===== src/rtl/dptio_pkg.sv =====
// Constants and types for the debug probe trigger input/output unit
// Function
// - Two independent trigger input channels
// - Two independent trigger output channels
// - Input edge detect: rising, falling, both
// - Input level detect: low or high
// - Met condition with break action requests break
// - Record current samples only during level
// - Output source: break or current trigger
// - Break pulse, polarity set, 1-65535 us
// - Current trigger pulse high, 1-65535 us
// - Level mode: high while condition holds
// - Break reaches halt in about 100 us
package dptio_pkg;

	// ------------------------------------------------------------
	// Channels and timing
	// ------------------------------------------------------------
	localparam int unsigned NUM_CH       = 2;
	localparam int unsigned CLK_MHZ      = 200;
	localparam int unsigned STEP_US      = 1;
	localparam int unsigned STEP_CYC     = STEP_US * CLK_MHZ;
	localparam int unsigned WIDTH_BITS   = 16;
	localparam int unsigned BRK_LAT_US   = 100;
	localparam int unsigned BRK_LAT_CYC  = BRK_LAT_US * CLK_MHZ;

	// ------------------------------------------------------------
	// Detection modes (3-bit field per input)
	// ------------------------------------------------------------
	typedef enum logic [2:0] {
		DPTIO_DET_OFF     = 3'h0,
		DPTIO_DET_RISE    = 3'h1,
		DPTIO_DET_FALL    = 3'h2,
		DPTIO_DET_BOTH    = 3'h3,
		DPTIO_DET_LVL_LO  = 3'h4,
		DPTIO_DET_LVL_HI  = 3'h5
	} dptio_det_t;

	// Output sources and modes
	localparam logic SRC_BREAK = 1'b0;
	localparam logic SRC_CUR   = 1'b1;
	localparam logic MODE_PULSE = 1'b0;
	localparam logic MODE_LEVEL = 1'b1;

	localparam logic [15:0] WIDTH_RST = 16'h0001;

endpackage : dptio_pkg


===== src/rtl/dptio_pulse_gen.sv =====
// Programmable one-shot pulse timer in microsecond steps
module dptio_pulse_gen #(
	parameter int unsigned STEP_CYC = dptio_pkg::STEP_CYC,
	parameter int unsigned WBITS    = dptio_pkg::WIDTH_BITS
) (
	input  wire logic             core_clk_i, // Clock
	input  wire logic             rst_n_i,    // Sync reset, active low
	input  wire logic             start_i,    // Start pulse
	input  wire logic [WBITS-1:0] width_i,    // Width in us, 0 as 1
	output logic                  busy_o      // High while pulse runs
);
	localparam int unsigned PB = $clog2(STEP_CYC + 1);

	logic [PB-1:0]    pre_r;
	logic [WBITS-1:0] us_r;
	logic             busy_r;

	always_ff @(posedge core_clk_i) begin
		if (!rst_n_i) begin
			busy_r <= 1'b0;
			pre_r  <= '0;
			us_r   <= '0;
		end else if (start_i && !busy_r) begin
			busy_r <= 1'b1;
			pre_r  <= PB'(STEP_CYC - 1);
			us_r   <= (width_i == '0) ? WBITS'(1) : width_i;
		end else if (busy_r) begin
			if (pre_r != '0) begin
				pre_r <= pre_r - PB'(1);
			end else begin
				pre_r <= PB'(STEP_CYC - 1);
				us_r  <= us_r - WBITS'(1);
				if (us_r == WBITS'(1)) begin
					busy_r <= 1'b0;
				end
			end
		end
	end

	assign busy_o = busy_r;

endmodule : dptio_pulse_gen


===== src/rtl/dptio_trig_io.sv =====
// Trigger input detection and trigger output generation, two channels
module dptio_trig_io #(
	parameter int unsigned NUM_CH   = dptio_pkg::NUM_CH,
	parameter int unsigned STEP_CYC = dptio_pkg::STEP_CYC
) (
	input  wire logic              core_clk_i,   // Clock, 200 MHz
	input  wire logic              rst_n_i,      // Sync reset, active low
	input  wire logic [NUM_CH-1:0] trig_in_i,    // Trigger input pins
	input  wire logic [3*NUM_CH-1:0] in_det_i,   // Detect mode per input
	input  wire logic [NUM_CH-1:0] in_brk_en_i,  // Input acts as break
	input  wire logic [NUM_CH-1:0] in_cur_en_i,  // Input gates recording
	input  wire logic              brk_det_i,    // Break detected pulse
	input  wire logic              cur_trig_i,   // Current cond. level
	input  wire logic [NUM_CH-1:0] out_src_i,    // 0 break, 1 current
	input  wire logic [NUM_CH-1:0] out_mode_i,   // 0 pulse, 1 level
	input  wire logic [NUM_CH-1:0] out_pol_hi_i, // Break pulse polarity
	input  wire logic [16*NUM_CH-1:0] out_width_i, // Pulse width in us
	output logic                   brk_req_o,    // Break request pulse
	output logic                   cur_rec_en_o, // Record samples
	output logic [NUM_CH-1:0]      in_match_o,   // Input cond. met
	output logic [NUM_CH-1:0]      trig_out_o    // Trigger output pins
);

	// ------------------------------------------------------------
	// Input side
	// ------------------------------------------------------------
	logic [NUM_CH-1:0] sync1_r;
	logic [NUM_CH-1:0] sync2_r;
	logic [NUM_CH-1:0] prev_r;
	logic [NUM_CH-1:0] hit;
	logic [NUM_CH-1:0] lvl_hit;
	logic [NUM_CH-1:0] brk_hit;
	logic              cur_d_r;
	logic              brk_req_r;
	logic              cur_rec_r;
	logic [NUM_CH-1:0] out_r;

	// Sync stage one is read only by stage two
	always_ff @(posedge core_clk_i) begin
		if (!rst_n_i) begin
			sync1_r <= '0;
			sync2_r <= '0;
			prev_r  <= '0;
		end else begin
			sync1_r <= trig_in_i;
			sync2_r <= sync1_r;
			prev_r  <= sync2_r;
		end
	end

	genvar g;
	generate
		for (g = 0; g < NUM_CH; g++) begin : g_in
			dptio_pkg::dptio_det_t det;
			logic rise;
			logic fall;
			assign det  = dptio_pkg::dptio_det_t'(in_det_i[3*g +: 3]);
			assign rise = sync2_r[g] & ~prev_r[g];
			assign fall = ~sync2_r[g] & prev_r[g];
			always_comb begin
				hit[g]     = 1'b0;
				lvl_hit[g] = 1'b0;
				case (det)
					dptio_pkg::DPTIO_DET_RISE:   hit[g] = rise;
					dptio_pkg::DPTIO_DET_FALL:   hit[g] = fall;
					dptio_pkg::DPTIO_DET_BOTH:   hit[g] = rise | fall;
					dptio_pkg::DPTIO_DET_LVL_LO: begin
						hit[g]     = ~sync2_r[g];
						lvl_hit[g] = ~sync2_r[g];
					end
					dptio_pkg::DPTIO_DET_LVL_HI: begin
						hit[g]     = sync2_r[g];
						lvl_hit[g] = sync2_r[g];
					end
					default: begin
						hit[g]     = 1'b0;
						lvl_hit[g] = 1'b0;
					end
				endcase
			end
			// A held level requests a break once, on its first cycle
			assign brk_hit[g] = in_brk_en_i[g] &
				(lvl_hit[g] ? ~(det == dptio_pkg::DPTIO_DET_LVL_HI
					? prev_r[g] : ~prev_r[g]) : hit[g]);
		end
	endgenerate

	assign in_match_o = hit;

	// Halt latency is the debugger's; request is one cycle only
	always_ff @(posedge core_clk_i) begin
		if (!rst_n_i) begin
			brk_req_r <= 1'b0;
		end else begin
			brk_req_r <= |brk_hit;
		end
	end

	// Recording only while the selected level persists
	always_ff @(posedge core_clk_i) begin
		if (!rst_n_i) begin
			cur_rec_r <= 1'b0;
		end else begin
			cur_rec_r <= |(lvl_hit & in_cur_en_i);
		end
	end

	assign brk_req_o    = brk_req_r;
	assign cur_rec_en_o = cur_rec_r;

	// ------------------------------------------------------------
	// Output side
	// ------------------------------------------------------------
	always_ff @(posedge core_clk_i) begin
		if (!rst_n_i) begin
			cur_d_r <= 1'b0;
		end else begin
			cur_d_r <= cur_trig_i;
		end
	end

	generate
		for (g = 0; g < NUM_CH; g++) begin : g_out
			logic start;
			logic busy;
			logic nxt;
			assign start = (out_src_i[g] == dptio_pkg::SRC_BREAK)
				? brk_det_i : (cur_trig_i & ~cur_d_r);
			dptio_pulse_gen #(
				.STEP_CYC (STEP_CYC),
				.WBITS    (dptio_pkg::WIDTH_BITS)
			) u_pulse (
				.core_clk_i (core_clk_i),
				.rst_n_i    (rst_n_i),
				.start_i    (start),
				.width_i    (out_width_i[16*g +: 16]),
				.busy_o     (busy)
			);
			always_comb begin
				if (out_src_i[g] == dptio_pkg::SRC_BREAK) begin
					nxt = out_pol_hi_i[g] ? busy : ~busy;
				end else if (out_mode_i[g] == dptio_pkg::MODE_LEVEL) begin
					nxt = cur_trig_i;
				end else begin
					nxt = busy;
				end
			end
			// Idle level follows the selected polarity after reset
			always_ff @(posedge core_clk_i) begin
				if (!rst_n_i) begin
					out_r[g] <= 1'b0;
				end else begin
					out_r[g] <= nxt;
				end
			end
		end
	endgenerate

	assign trig_out_o = out_r;

	// ------------------------------------------------------------
	// Assertions
	// ------------------------------------------------------------
	a_brk_edge_req: assert property (@(posedge core_clk_i)
		disable iff (!rst_n_i)
		(in_brk_en_i[0] && in_det_i[2:0] == 3'h1 && $rose(sync2_r[0]))
		|=> brk_req_o)
		else $error("Break not requested on rising edge");
	a_rise_only: assert property (@(posedge core_clk_i)
		disable iff (!rst_n_i)
		(in_det_i[2:0] == 3'h1 && $fell(sync2_r[0])) |-> !in_match_o[0])
		else $error("Rising mode matched a falling edge");
	a_fall_match: assert property (@(posedge core_clk_i)
		disable iff (!rst_n_i)
		(in_det_i[2:0] == 3'h2 && $fell(sync2_r[0])) |-> in_match_o[0])
		else $error("Falling edge not matched");
	a_level_low: assert property (@(posedge core_clk_i)
		disable iff (!rst_n_i)
		(in_det_i[2:0] == 3'h4) |-> (in_match_o[0] == !sync2_r[0]))
		else $error("Low level match wrong");
	a_rec_gate: assert property (@(posedge core_clk_i)
		disable iff (!rst_n_i)
		(in_cur_en_i == 2'b01 && $stable(in_det_i) && in_det_i[2:0] == 3'h5)
		##1 (in_cur_en_i == 2'b01 && $stable(in_det_i))
		|-> (cur_rec_en_o == $past(sync2_r[0])))
		else $error("Recording not gated by level");
	a_sync_delay: assert property (@(posedge core_clk_i)
		disable iff (!rst_n_i)
		##2 (sync2_r == $past(trig_in_i, 2)))
		else $error("Input sync depth wrong");
	a_lvl_out: assert property (@(posedge core_clk_i)
		disable iff (!rst_n_i)
		(out_src_i[0] && out_mode_i[0] && $stable(out_src_i)
		&& $stable(out_mode_i)) |-> (trig_out_o[0] == $past(cur_trig_i)))
		else $error("Level output does not follow condition");
	a_brk_pulse_on: assert property (@(posedge core_clk_i)
		disable iff (!rst_n_i)
		(!out_src_i[0] && out_pol_hi_i[0] && brk_det_i
		&& !g_out[0].busy && $stable(out_src_i) && $stable(out_pol_hi_i))
		##1 ($stable(out_src_i) && $stable(out_pol_hi_i))
		|=> trig_out_o[0])
		else $error("Break pulse not started");
	a_cur_pulse: assert property (@(posedge core_clk_i)
		disable iff (!rst_n_i)
		(out_src_i[1] && !out_mode_i[1] && $rose(cur_trig_i)
		&& !g_out[1].busy && $stable(out_src_i) && $stable(out_mode_i))
		##1 ($stable(out_src_i) && $stable(out_mode_i))
		|=> trig_out_o[1])
		else $error("Current trigger pulse not started");

	// ------------------------------------------------------------
	// Other-channel mirrors, further checks and quiet cases
	// ------------------------------------------------------------
	a_rise_match1: assert property (@(posedge core_clk_i)
		disable iff (!rst_n_i)
		(in_det_i[5:3] == 3'h1
		&& $rose(sync2_r[1]))
		|-> in_match_o[1])
		else $error("Rising edge not matched on channel one");
	a_fall_only1: assert property (@(posedge core_clk_i)
		disable iff (!rst_n_i)
		(in_det_i[5:3] == 3'h2
		&& $rose(sync2_r[1]))
		|-> !in_match_o[1])
		else $error("Falling mode matched a rising edge");
	a_both_match: assert property (@(posedge core_clk_i)
		disable iff (!rst_n_i)
		(in_det_i[2:0] == 3'h3
		&& $changed(sync2_r[0]))
		|-> in_match_o[0])
		else $error("Both-edge mode missed a transition");
	a_off_quiet: assert property (@(posedge core_clk_i)
		disable iff (!rst_n_i)
		(in_det_i[2:0] == 3'h0)
		|-> !in_match_o[0])
		else $error("Disabled input reported a match");
	a_level_high: assert property (@(posedge core_clk_i)
		disable iff (!rst_n_i)
		(in_det_i[5:3] == 3'h5)
		|-> (in_match_o[1] == sync2_r[1]))
		else $error("High level match wrong");
	// A held level must not keep requesting breaks
	a_lvl_brk_once: assert property (@(posedge core_clk_i)
		disable iff (!rst_n_i)
		(in_brk_en_i == 2'b01 && in_det_i[2:0] == 3'h4
		&& !sync2_r[0] && !prev_r[0])
		|=> !brk_req_o)
		else $error("Held level requested a second break");
	a_no_brk_dis: assert property (@(posedge core_clk_i)
		disable iff (!rst_n_i)
		(in_brk_en_i == 2'b00)
		|=> !brk_req_o)
		else $error("Break requested with no input enabled");
	a_rec_off: assert property (@(posedge core_clk_i)
		disable iff (!rst_n_i)
		(in_cur_en_i == 2'b00)
		|=> !cur_rec_en_o)
		else $error("Recording with no input enabled");
	// Edge modes never gate recording, only levels do
	a_edge_no_rec: assert property (@(posedge core_clk_i)
		disable iff (!rst_n_i)
		(in_cur_en_i == 2'b01 && in_det_i[2:0] != 3'h4
		&& in_det_i[2:0] != 3'h5)
		|=> !cur_rec_en_o)
		else $error("Recording gated by an edge mode");
	a_brk_low_pulse: assert property (@(posedge core_clk_i)
		disable iff (!rst_n_i)
		(!out_src_i[1] && !out_pol_hi_i[1] && brk_det_i
		&& !g_out[1].busy && $stable(out_src_i)
		&& $stable(out_pol_hi_i))
		##1 ($stable(out_src_i) && $stable(out_pol_hi_i))
		|=> !trig_out_o[1])
		else $error("Low break pulse not started");
	a_brk_follow: assert property (@(posedge core_clk_i)
		disable iff (!rst_n_i)
		(!out_src_i[0] && out_pol_hi_i[0]
		&& $stable(out_src_i) && $stable(out_pol_hi_i))
		|-> (trig_out_o[0] == $past(g_out[0].busy)))
		else $error("Break output does not track its timer");
	a_lvl_out1: assert property (@(posedge core_clk_i)
		disable iff (!rst_n_i)
		(out_src_i[1] && out_mode_i[1]
		&& $stable(out_src_i) && $stable(out_mode_i))
		|-> (trig_out_o[1] == $past(cur_trig_i)))
		else $error("Channel one level output wrong");
	a_cur_pulse0: assert property (@(posedge core_clk_i)
		disable iff (!rst_n_i)
		(out_src_i[0] && !out_mode_i[0] && $rose(cur_trig_i)
		&& !g_out[0].busy && $stable(out_src_i)
		&& $stable(out_mode_i))
		##1 ($stable(out_src_i) && $stable(out_mode_i))
		|=> trig_out_o[0])
		else $error("Channel zero current pulse not started");

	c_brk_req:  cover property (@(posedge core_clk_i) brk_req_o);
	c_rec:      cover property (@(posedge core_clk_i) cur_rec_en_o);
	c_out_puls: cover property (@(posedge core_clk_i)
		$rose(trig_out_o[0]) ##[1:400] $fell(trig_out_o[0]));
	c_both:     cover property (@(posedge core_clk_i) &in_match_o);
	c_pol_low:  cover property (@(posedge core_clk_i)
		$fell(trig_out_o[1]) ##[1:400] $rose(trig_out_o[1]));

endmodule : dptio_trig_io


===== config.mk =====
export PLATFORM = sky130hd
export DESIGN_NAME = dptio_trig_io
export DESIGN_NICKNAME = d
export VERILOG_FILES = /design/src/rtl/dptio_pkg.sv /design/src/rtl/dptio_pulse_gen.sv /design/src/rtl/dptio_trig_io.sv
export SDC_FILE = /design/constraint.sdc
export NUM_CORES = 1
export LEC_CHECK = 0
export ABC_AREA = 0
export BUFFER_PORTS_ARGS = -buffer_cell sky130_fd_sc_hd__buf_2
export CORE_MARGIN = 2
export CORE_UTILIZATION = 51
export DETAILED_ROUTE_END_ITERATION = 8
export PLACE_DENSITY = 0.77
export SETUP_SLACK_MARGIN = 0.2
export SYNTH_ARGS = -nofsm -noshare
export SYNTH_HDL_FRONTEND = slang
export SYNTH_SLANG_ARGS = --single-unit

===== constraint.sdc =====
create_clock -name core_clk_i -period 2.3 [get_ports core_clk_i]
set_clock_uncertainty 0.2 [all_clocks]
set_input_delay 0.345 -clock core_clk_i [delete_from_list [all_inputs] [get_ports core_clk_i]]
set_output_delay 0.345 -clock core_clk_i [all_outputs]
set_load 0.02 [all_outputs]

==> impl_results.md, run 1 <==
* Status: completed
* Gr ovfl total at 0
* Worst setup path class: reg2reg
* Chip height at around 85 um
* # rows at 29
* Worst slew pin tran at between 0.6 and 0.7 ns
* EDFF count, synth at 0
* Dominant cell type by area after synthesis: dfxtp_1
* Crit path buf inv count at 1
* Worst R2R Path Depth at 6
* DRC at 0
* Register area at between 0.001 and 0.0015 mm^2
* Initial antenna violation count at 0
* Critical Path RT at about 2.3 ns
* Avg Cell Area, Syn at about 8.5 um^2
* Post-DP Area at ~0.0038 mm^2
* Hold Path Class: in2reg
* CP top delay family: simple AND/OR/NAND/NOR gates
* I/O pins at 60
* Area Growth Syn to Fin at 30.9%
* Lkg Pwr at ~1.7 nW
* Final Hold Viols at 0
* Clock tree from TritonCTS: done
* Period minus WS final at between 2 and 2.5 ns
* Avg Vias per Cell at about 5.8
* Largest net degree at the start of global routing at 58
* Post-DRT Antenna Nets at 0
* Seq/Total Area, Yosys at 36.1%
* Max-slew violations at 0
* First-pass GRT wire length at around 14 mm
* DP HPWL at approximately 5.4 mm
* Most frequent CP cell: or4_4
* Worst-case clock buffer depth at 2
* Core Util, Final at between 60% and 70%
* Post-Synthesis Cells at 398
* Skew-Pair Late Insertion Delay at around 0.33 ns
* Ys flop type: dfxtp_1
* Max VDD drop at 437 uV
* Sink Count at between 60 and 70
* Area contributors post-synth: dfxtp_1, xnor2_1, ha_1
* PwrDens at 688 mW/mm^2
* Crit-path max cell delay at about 0.54 ns
* Count leader, synth: dfxtp_1
* Root buf cell: clkbuf_8
* Final period util at 99.3%
* 1st-iter DRT viols at approximately 130
* I/O Buffers at 59
* Final wirelength at 8.24 mm
* Hold Buf Count CTS at 0
* TritonCTS Buffers at 9
* Core ar. at ~0.0064 mm^2
* WP depth at 6
* Hold Worst Slack at 0.0132 ns
* Syn. warnings at 0
* Starting density of the core at approximately 53%
* Hold depth at 2
* FFs w/ async S/R, synth at 0%
* First-pass DRT Iterations at 4
* FF+latch count, synth at 61
* Share of layout cells above drive strength 1 at roughly a third
* Top cell type's share of synthesized area at a little over a third
* Final Wtd Congestion at between 0.8 and 0.9
* Setup-failing EPs final at 0
* Synth top cells by count: dfxtp_1, nor2_1, nand2_1, o21ai_0
* Fin area at 0.00442 mm^2
* Slowest cell on crit path: or4_4
* Mapped cell area at approximately 0.0034 mm^2
* Worst-path clk slew at 0.07 ns
* Worst slack, placed at 0.00340 ns
* # nets final at around 550
* Slew HR at around 60%
* Arrival time worst endpoint at between 2 and 2.5 ns
* H-tree level count at 3
* Ant. Diodes at 0
* Worst path cell trace: or4_4 -> or4_4 -> buf_4 -> nor3_2 -> xnor2_1 -> a21oi_1
* Crit path launch type: flip-flop
* Mapped Nets at 464
* CP Max Fanout at 6
* Vias at about 3300
* Crit end category: flip-flop
* Worst setup margin at 0.0163 ns
* Chip width at approximately 85 um
* Max Cap Viol at 0
* Area occupied by multi-input gates at about 0.0022 mm^2
* Fmax at roughly 0.44 GHz
* Vias in the first global route at approximately 3100
* Fill cells at ~500
* TNS Setup at 0 ns
* Routed length per instance at between 10 and 15 um
* Distinct cells, synth at 55
* RSZ-0062 raised after global routing: true
* GRT Util Overall at between 20% and 30%
* DIE AREA at between 0.007 and 0.008 mm^2
-- where the power goes --
part           switching, W  leakage, nW  internal, W  total (W)
clock              0.000414       0.0949     0.000510   0.000924
combinational      0.000422         1.14     0.000398   0.000820
sequential         0.000126        0.508      0.00117    0.00130
total              0.000962         1.74      0.00208    0.00304
-- timing repair --
item,in CTS,in global routing
resized for setup,30,26
pin swaps,4,14
endpoints found under the hold margin,0,0
cloned,0,0
setup buffers,15,5
setup endpoints to repair,16,40
-- stage by stage --
stage | total power (W) | std cells
2_1_floorplan | 0.00176 | 398
3_3_place_gp | 0.00197 | 531
3_5_place_dp | 0.00199 | 531
4_1_cts | 0.00300 | 562
5_1_grt | 0.00323 | 567
6_report | 0.00304 | 567
-- state kept, by name, indices dropped and copies added, names as in the netlist --
name,flops
g_out.u_pulse.us_r,32
prev_r,2
sync1_r,2
brk_req_o,1
g_out.u_pulse.pre_r,16
cur_d_r,1
cur_rec_en_o,1
g_out.u_pulse.busy_o,2
trig_out_o,2
sync2_r,2
-- cell usage in the layout, fill, tap and decap left out, drive strengths merged, types with 7 or more instances in the layout --
master	netlist	routed
buf	1	94
dfxtp	61	61
nor2	28	28
nand2	27	27
o21ai	27	27
a21oi	23	23
nor3	23	23
xnor2	19	19
nor4	16	16
a21boi	15	15
inv	15	15
clkbuf	17	14
xor2	13	13
ha	12	12
and2	10	10
nand3	8	8
nand2b	8	8
or4	8	8
nor3b	7	7
-- path summary, 6_finish.rpt --
kind / to / startpoint / slack [ns]
worst max register to register: g_out[0].u_pulse.us_r[13] / g_out[0].u_pulse.pre_r[2] / 0.02
worst max-delay path: g_out[0].u_pulse.us_r[13] / g_out[0].u_pulse.pre_r[2] / 0.02
worst min-delay path: sync1_r[0] / trig_in_i[0] / 0.01
worst min register to register: sync2_r[0] / sync1_r[0] / 0.24
-- layout make-up --
cell class	instances	area share (%)
multi-input combinational	304	50.9
sequential	61	28.0
timing repair buffer	94	13.2
clock buffer	14	4.13
tap	77	2.18
inverter	15	1.27
clock inverter	2	0.340
-- kinds of logic after synthesis --
| group | synth area share, % |
|---|---|
| and+or+nand+nor | 26.9 |
| AOI/OAI and AO/OA | 19.0 |
| DFF | 36.1 |
| buffers and inverters | 3.89 |
| xor gates and xnor gates | 8.30 |
| adders and majority gates | 4.44 |
| muxes | 1.30 |
-- layer usage --
layer	track usage, %	wire length, um	vias up
li1	-	-	1624
met1	29.9	3590	1541
met2	39.1	4020	84
met3	5.06	438	14
met4	10.2	192	0
met5	0	0	-
-- worst register-to-register path: stages, from the launching register on --
cell,delay (ns)
dfxtp_4,0.34
or4_4,0.54
or4_4,0.51
buf_4,0.19
nor3_2,0.13
xnor2_1,0.16
a21oi_1,0.09
Note: power is estimated with default switching activity, not from simulation.
==> run 2: changes to the inputs <==
- ABC_AREA: 0 -> 1
- CORE_UTILIZATION: 51 -> 52
==> impl_results.md, run 2 <==
* DIE AREA at 0.00840 mm^2
* Largest family of logic cells by synthesized area: simple AND/OR/NAND/NOR gates
* First-pass GRT wire length at about 17 mm
* Max-slew violations at 0
* Worst-path clk slew at about 0.070 ns
* Vias in the first global route at 3856
* EDFF count, synth at 0
* CP Max Fanout at 5
* Distinct cells, synth at 35
* # nets final at 781
* Max Cap Viol at 0
* Crit end category: output pin
* Arrival time worst endpoint at between 1 and 1.5 ns
* RSZ-0062 raised after global routing: false
* Worst r2r src: g_out[0].u_pulse.busy_o
* I/O pins at 60
* Slew HR at 60.2%
* Synth Area in XOR/XNOR at under 10%
* DP HPWL at between 7 and 8 mm
* FF+latch count, synth at 61
* Register area at 0.00123 mm^2
* Vias at between 4000 and 5000
* Post-DRT Antenna Nets at 0
* Mapped Nets at about 720
* Largest net degree at the start of global routing at 34
* Fill cells at 704
* Worst-case clock buffer depth at 2
* Status: completed
* Synth top cells by count: nand2_1, nor2_1, inv_1
* Ys flop type: dfxtp_1
* Post-Synth Adder-Cell Area at 3.76%
* Starting density of the core at 54.5%
* Post-Synthesis Cells at between 600 and 700
* Largest Register: g_out.u_pulse.us_r
* HP Start: cur_trig_i
* Fmax at 0.496 GHz
* DRC at 0
* Share of layout cells above drive strength 1 at between 15 and 20%
* Area occupied by multi-input gates at approximately 0.0024 mm^2
* Skew-Pair Late Insertion Delay at approximately 0.35 ns
* R2R Setup Slk at approximately 0.46 ns
* TNS Setup at 0 ns
* TritonCTS Buffers at 9
* PwrDens at between 700 and 800 mW/mm^2
* Area Growth Syn to Fin at 14.2%
* 1st-iter DRT viols at 200
* Largest regs: g_out.u_pulse.us_r: 32 flops, g_out.u_pulse.pre_r: 16 flops
* First-pass DRT Iterations at 4
* Most frequent cells in the layout: nand2_1, nor2_1, inv_1, nand3_1, dfxtp_1
* Commonest non-fill, non-tap cell in the layout: nand2_1
* GRT Util Overall at 24.5%
* Post-CTS Setup Bufs at 0
* Dominant cell type by area after synthesis: dfxtp_1
* Crit. Startpoint: sync2_r[0]
* Lkg Pwr at ~2.3 nW
* Root buf cell: clkbuf_8
* Initial antenna violation count at 0
* Final wirelength at 9.91 mm
* Top cell type's share of synthesized area at 30.6%
* Ant. Diodes at 0
* Gr ovfl total at 0
* # rows at 31
* Routed length per instance at ~12 um
* Clock tree from TritonCTS: done
* Worst slew pin tran at between 0.5 and 0.6 ns
* Mux cell area share after synthesis at 0%
* Chip width at about 90 um
* Final std cells w/o fill at ~820
* Max VDD drop at 417 uV
* Tot Pwr at ~0.0033 W
* Synth Area in Simple Gates at between 40% and 50%
* Number of flip-flops in the largest register at 32
* Worst setup path class: reg2out
* Area contributors post-synth: dfxtp_1, nand2_1, nor2_1
* H-tree level count at 3
* Syn. warnings at 0
* Synth Area in Compound Gates at 7.89%
* Critical Path RT at 1.75 ns
* FFs w/ async S/R, synth at 0%
* Hold Path Class: in2reg
* Core ar. at between 0.007 and 0.008 mm^2
* Final period util at between 80% and 90%
* Avg Vias per Cell at 5.15
* Period minus WS final at around 2.0 ns
* Avg Cell Area, Syn at 6.13 um^2
* Count leader, synth: nand2_1
* I/O Buffers at 59
* Crit path launch type: flip-flop
* Post-DP Area at 0.00435 mm^2
* Setup-failing EPs final at 0
* Final Wtd Congestion at around 1
* Fin area at roughly 0.0046 mm^2
* Sink Count at 61
* Dpl cells at ~800
* Mapped cell area at ~0.0040 mm^2
* Seq/Total Area, Yosys at 30.6%
* Final Hold Viols at 0
* Chip height at 91.7 um
==> run 2: cell count changes after synthesis, moves of 13 or more <==
| cell | delta |
|---|---|
| a21boi_0 | -15 |
| clkbuf_1 | -15 |
| inv_1 | +63 |
| nand2_1 | +143 |
| nand3_1 | +59 |
| nor2_1 | +98 |
| nor3_1 | -18 |
| nor4_1 | -13 |
| xnor2_1 | -16 |
==> run 2: layout make-up <==
cell class | instances | area share, %
multi-input cells | 492 | 51.7
repair buffers | 65 | 7.68
well taps | 99 | 2.72
flip-flops and latches | 61 | 26.9
clock inverters | 5 | 0.795
clock buffers | 11 | 3.10
inverters | 86 | 7.13
==> run 2: path summary, 6_finish.rpt <==
kind	to	cells past startpoint
worst max-delay path	in_match_o[0]	6
worst min-delay path	cur_d_r	3
worst max register to register	g_out[0].u_pulse.us_r[7]	6
worst min register to register	sync2_r[1]	2
==> run 2: logic make-up after synthesis <==
group / after synthesis
buffers and inverters: 99
and+or+nand+nor: 408
AOI/OAI and AO/OA: 60
DFF: 61
xor gates and xnor gates: 12
adders and majority gates: 12
==> run 2: report_power, final <==
| part | leakage [nW] | internal (W) | switching, W | total [W] |
|---|---|---|---|---|
| Clock | 0.0815 | 0.000420 | 0.000455 | 0.000875 |
| Sequential | 0.504 | 0.00118 | 0.000114 | 0.00129 |
| Combinational | 1.75 | 0.000414 | 0.000747 | 0.00116 |
| Total | 2.34 | 0.00201 | 0.00132 | 0.00333 |
==> run 2: layer usage <==
| layer | up-vias | wire length (um) | track usage, % |
|---|---|---|---|
| met1 | 1886 | 4720 | 33.2 |
| met2 | 126 | 4400 | 38.7 |
| li1 | 2179 | - | - |
| met5 | - | 0 | 0 |
| met3 | 23 | 571 | 4.03 |
| met4 | 0 | 214 | 10.4 |
==> run 2: worst max-delay path: stages, from the launching register on <==
cell     delay [ns]
dfxtp_4        0.36
inv_1          0.04
ha_1           0.28
nand3_1        0.08
nand3_1        0.08
o21ai_1        0.11
buf_4          0.17
==> run 2: stage by stage <==
step	setup slack [ns]	hold slack (ns)	util (%)
after floorplan	0.665	0.190	-
after global placement	0.474	0.199	59.3
after detailed placement	0.469	0.200	59.3
after CTS	0.225	0.0238	62.0
after global routing	0.204	0.0367	62.2
final	0.283	0.0285	62.2
==> run 2: repair_timing <==
| action | 4_1_cts | 5_1_grt |
|---|---|---|
| endpoints found under the setup margin | 1 | 2 |
| hold buffers | 2 | 0 |
| hold endpoints to repair | 2 | 0 |
| pin swaps | 0 | 0 |
| resized for setup | 1 | 6 |
==> run 3: changes to the inputs <==
- CORE_UTILIZATION: 52 -> 25
- PLACE_DENSITY: 0.77 -> unset
==> impl_results.md, run 3 (synthesis results as in run 2) <==
* Sequential Power Share at 34.5%
* Ant. Diodes at 0
* DRC at 0
* H-tree level count at 3
* Share of layout cells above drive strength 1 at approximately 15%
* Gr ovfl total at 0
* Largest Register: g_out.u_pulse.us_r
* Area Growth Syn to Fin at 20.5%
* Hold Worst Slack at 0.0355 ns
* RSZ-0062 raised after global routing: true
* Crit end category: output pin
* Met3 GRT Util at roughly 3.5%
* Period minus WS final at around 2 ns
* PwrDens at between 700 and 800 mW/mm^2
* Worst-path clk slew at roughly 0.06 ns
* Clock tree from TritonCTS: done
* Most frequent cells in the layout: nand2_1, nor2_1, inv_1, nand3_1, dfxtp_1
* Crit. Startpoint: sync2_r[1]
* First-pass DRT Iterations at 4
* Worst setup path class: reg2out
* DP HPWL at between 7 and 8 mm
* Worst R2R Path Depth at 9
* Largest regs: g_out.u_pulse.us_r: 32 flops, g_out.u_pulse.pre_r: 16 flops
* Post-DRT Antenna Nets at 0
* Crit path launch type: flip-flop
* Lkg Pwr at around 2.4 nW
* Max VDD drop at 344 uV
* Chip width at roughly 130 um
* # nets final at between 700 and 800
* Fmax at slightly above 0.5 GHz
* Root buf cell: clkbuf_16
* Number of flip-flops in the largest register at 32
* First-pass GRT wire length at around 17 mm
* Sw Ratio at between 30% and 40%
* HP Start: cur_trig_i
* Hold Path Class: in2reg
* Core ar. at roughly 0.016 mm^2
* Setup-failing EPs final at 0
* Initial antenna violation count at 0
* Sw power at between 0.001 and 0.0015 W
* 1st-iter DRT viols at 190
* Met1 Use GR at 16.2%
* Power share of the clock group at between 30% and 40%
* Arrival time worst endpoint at 1.44 ns
* Int Power at between 0.002 and 0.0025 W
* # rows at between 40 and 50
* I/O pins at 60
* GR Util met2 at 20.8%
* Slew HR at a little under two thirds
* Most crowded layer after global routing: met2
* DIE AREA at roughly 0.017 mm^2
* Vias at around 4100
* Vias in the first global route at ~3700
* CP Max Fanout at 4
* Worst setup margin at between 0.3 and 0.4 ns
* Status: completed
* I/O Buffers at 59
* Final Hold Viols at 0
* Worst r2r src: g_out[1].u_pulse.pre_r[0]
* Routed length per instance at roughly 11 um
* Worst slack, placed at about 0.38 ns
* Combinational power share at between 30 and 40%
* Max Cap Viol at 0
* Final wirelength at roughly 10 mm
* Hold EP: cur_d_r
* Max-slew violations at 0
* Worst slew pin tran at 0.542 ns
* R2R Setup Slk at roughly 0.49 ns
* Skew-Pair Late Insertion Delay at between 0.3 and 0.4 ns
* Commonest non-fill, non-tap cell in the layout: nand2_1
* GRT Util Overall at 12.8%
* Worst-case clock buffer depth at 2
* Largest net degree at the start of global routing at 34
* Sink Count at 61
* Avg Vias per Cell at ~4.4
* TNS Setup at 0 ns
* Post-CTS Setup Bufs at 0
* Chip height at between 100 and 150 um
* TritonCTS Buffers at 9
* Critical Path RT at between 1.5 and 2 ns
* Starting density of the core at 25.3%
* Final period util at a little under nine tenths
* Core Util, Final at a little under a third
* Hold depth at 3
* Final Wtd Congestion at around 0.85
* R2R Path End: g_out[1].u_pulse.us_r[7]
run 3: layout make-up:
type | count | area, um^2
repair buffers | 66 | 355
well taps | 216 | 270
clock buffers | 9 | 225
multi-input cells | 492 | 2360
clock inverters | 6 | 55.1
flip-flops and latches | 61 | 1220
inverters | 86 | 325
fillers | 1779 | 11000
run 3: stage by stage:
stage	total power (W)	cells	instance area, um^2
floorplan	0.00217	652	4000
global placement	0.00244	919	4500
detailed placement	0.00244	919	4500
CTS	0.00378	936	4800
global route	0.00403	936	4810
finish	0.00374	936	4810
run 3: routing by layer:
metal / part of all wire (%) / vias to the layer above / wire (um)
met3: 3.9 / 12 / 393
met4: 1.5 / 0 / 153
met2: 47 / 70 / 4710
met5: 0 / - / 0
li1: - / 2182 / -
met1: 48 / 1808 / 4830
run 3: how the worst max path moves through the flow:
stage	to	cells after the start
5_1_grt	in_match_o[1]	6
6_report	in_match_o[1]	6
4_1_cts	in_match_o[1]	6
2_1_floorplan	in_match_o[0]	5
3_3_place_gp	g_out[1].u_pulse.us_r[1]	8
3_5_place_dp	g_out[0].u_pulse.us_r[7]	9
run 3: repair_timing:
| item | 4_1_cts | 5_1_grt |
|---|---|---|
| setup endpoints to repair | 1 | 2 |
| gates resized for setup | 1 | 4 |
| endpoints found under the hold margin | 2 | 0 |
| hold buffers | 2 | 0 |
run 3: power by group through the flow:
stage,Sequential [W],Clock (W),Combinational [W]
after floorplan,0.00128,0,0.000891
after global placement,0.00131,0,0.00113
after detailed placement,0.00131,0,0.00114
after CTS,0.00129,0.00135,0.00115
after global routing,0.00130,0.00140,0.00133
final,0.00129,0.00131,0.00114
run 3: worst max-delay path, stage by stage, from the launching register on:
cell	delay, ns
dfxtp_2	0.35
inv_1	0.06
ha_1	0.28
nand3_1	0.08
nand3_1	0.07
nand3_1	0.09
buf_2	0.17
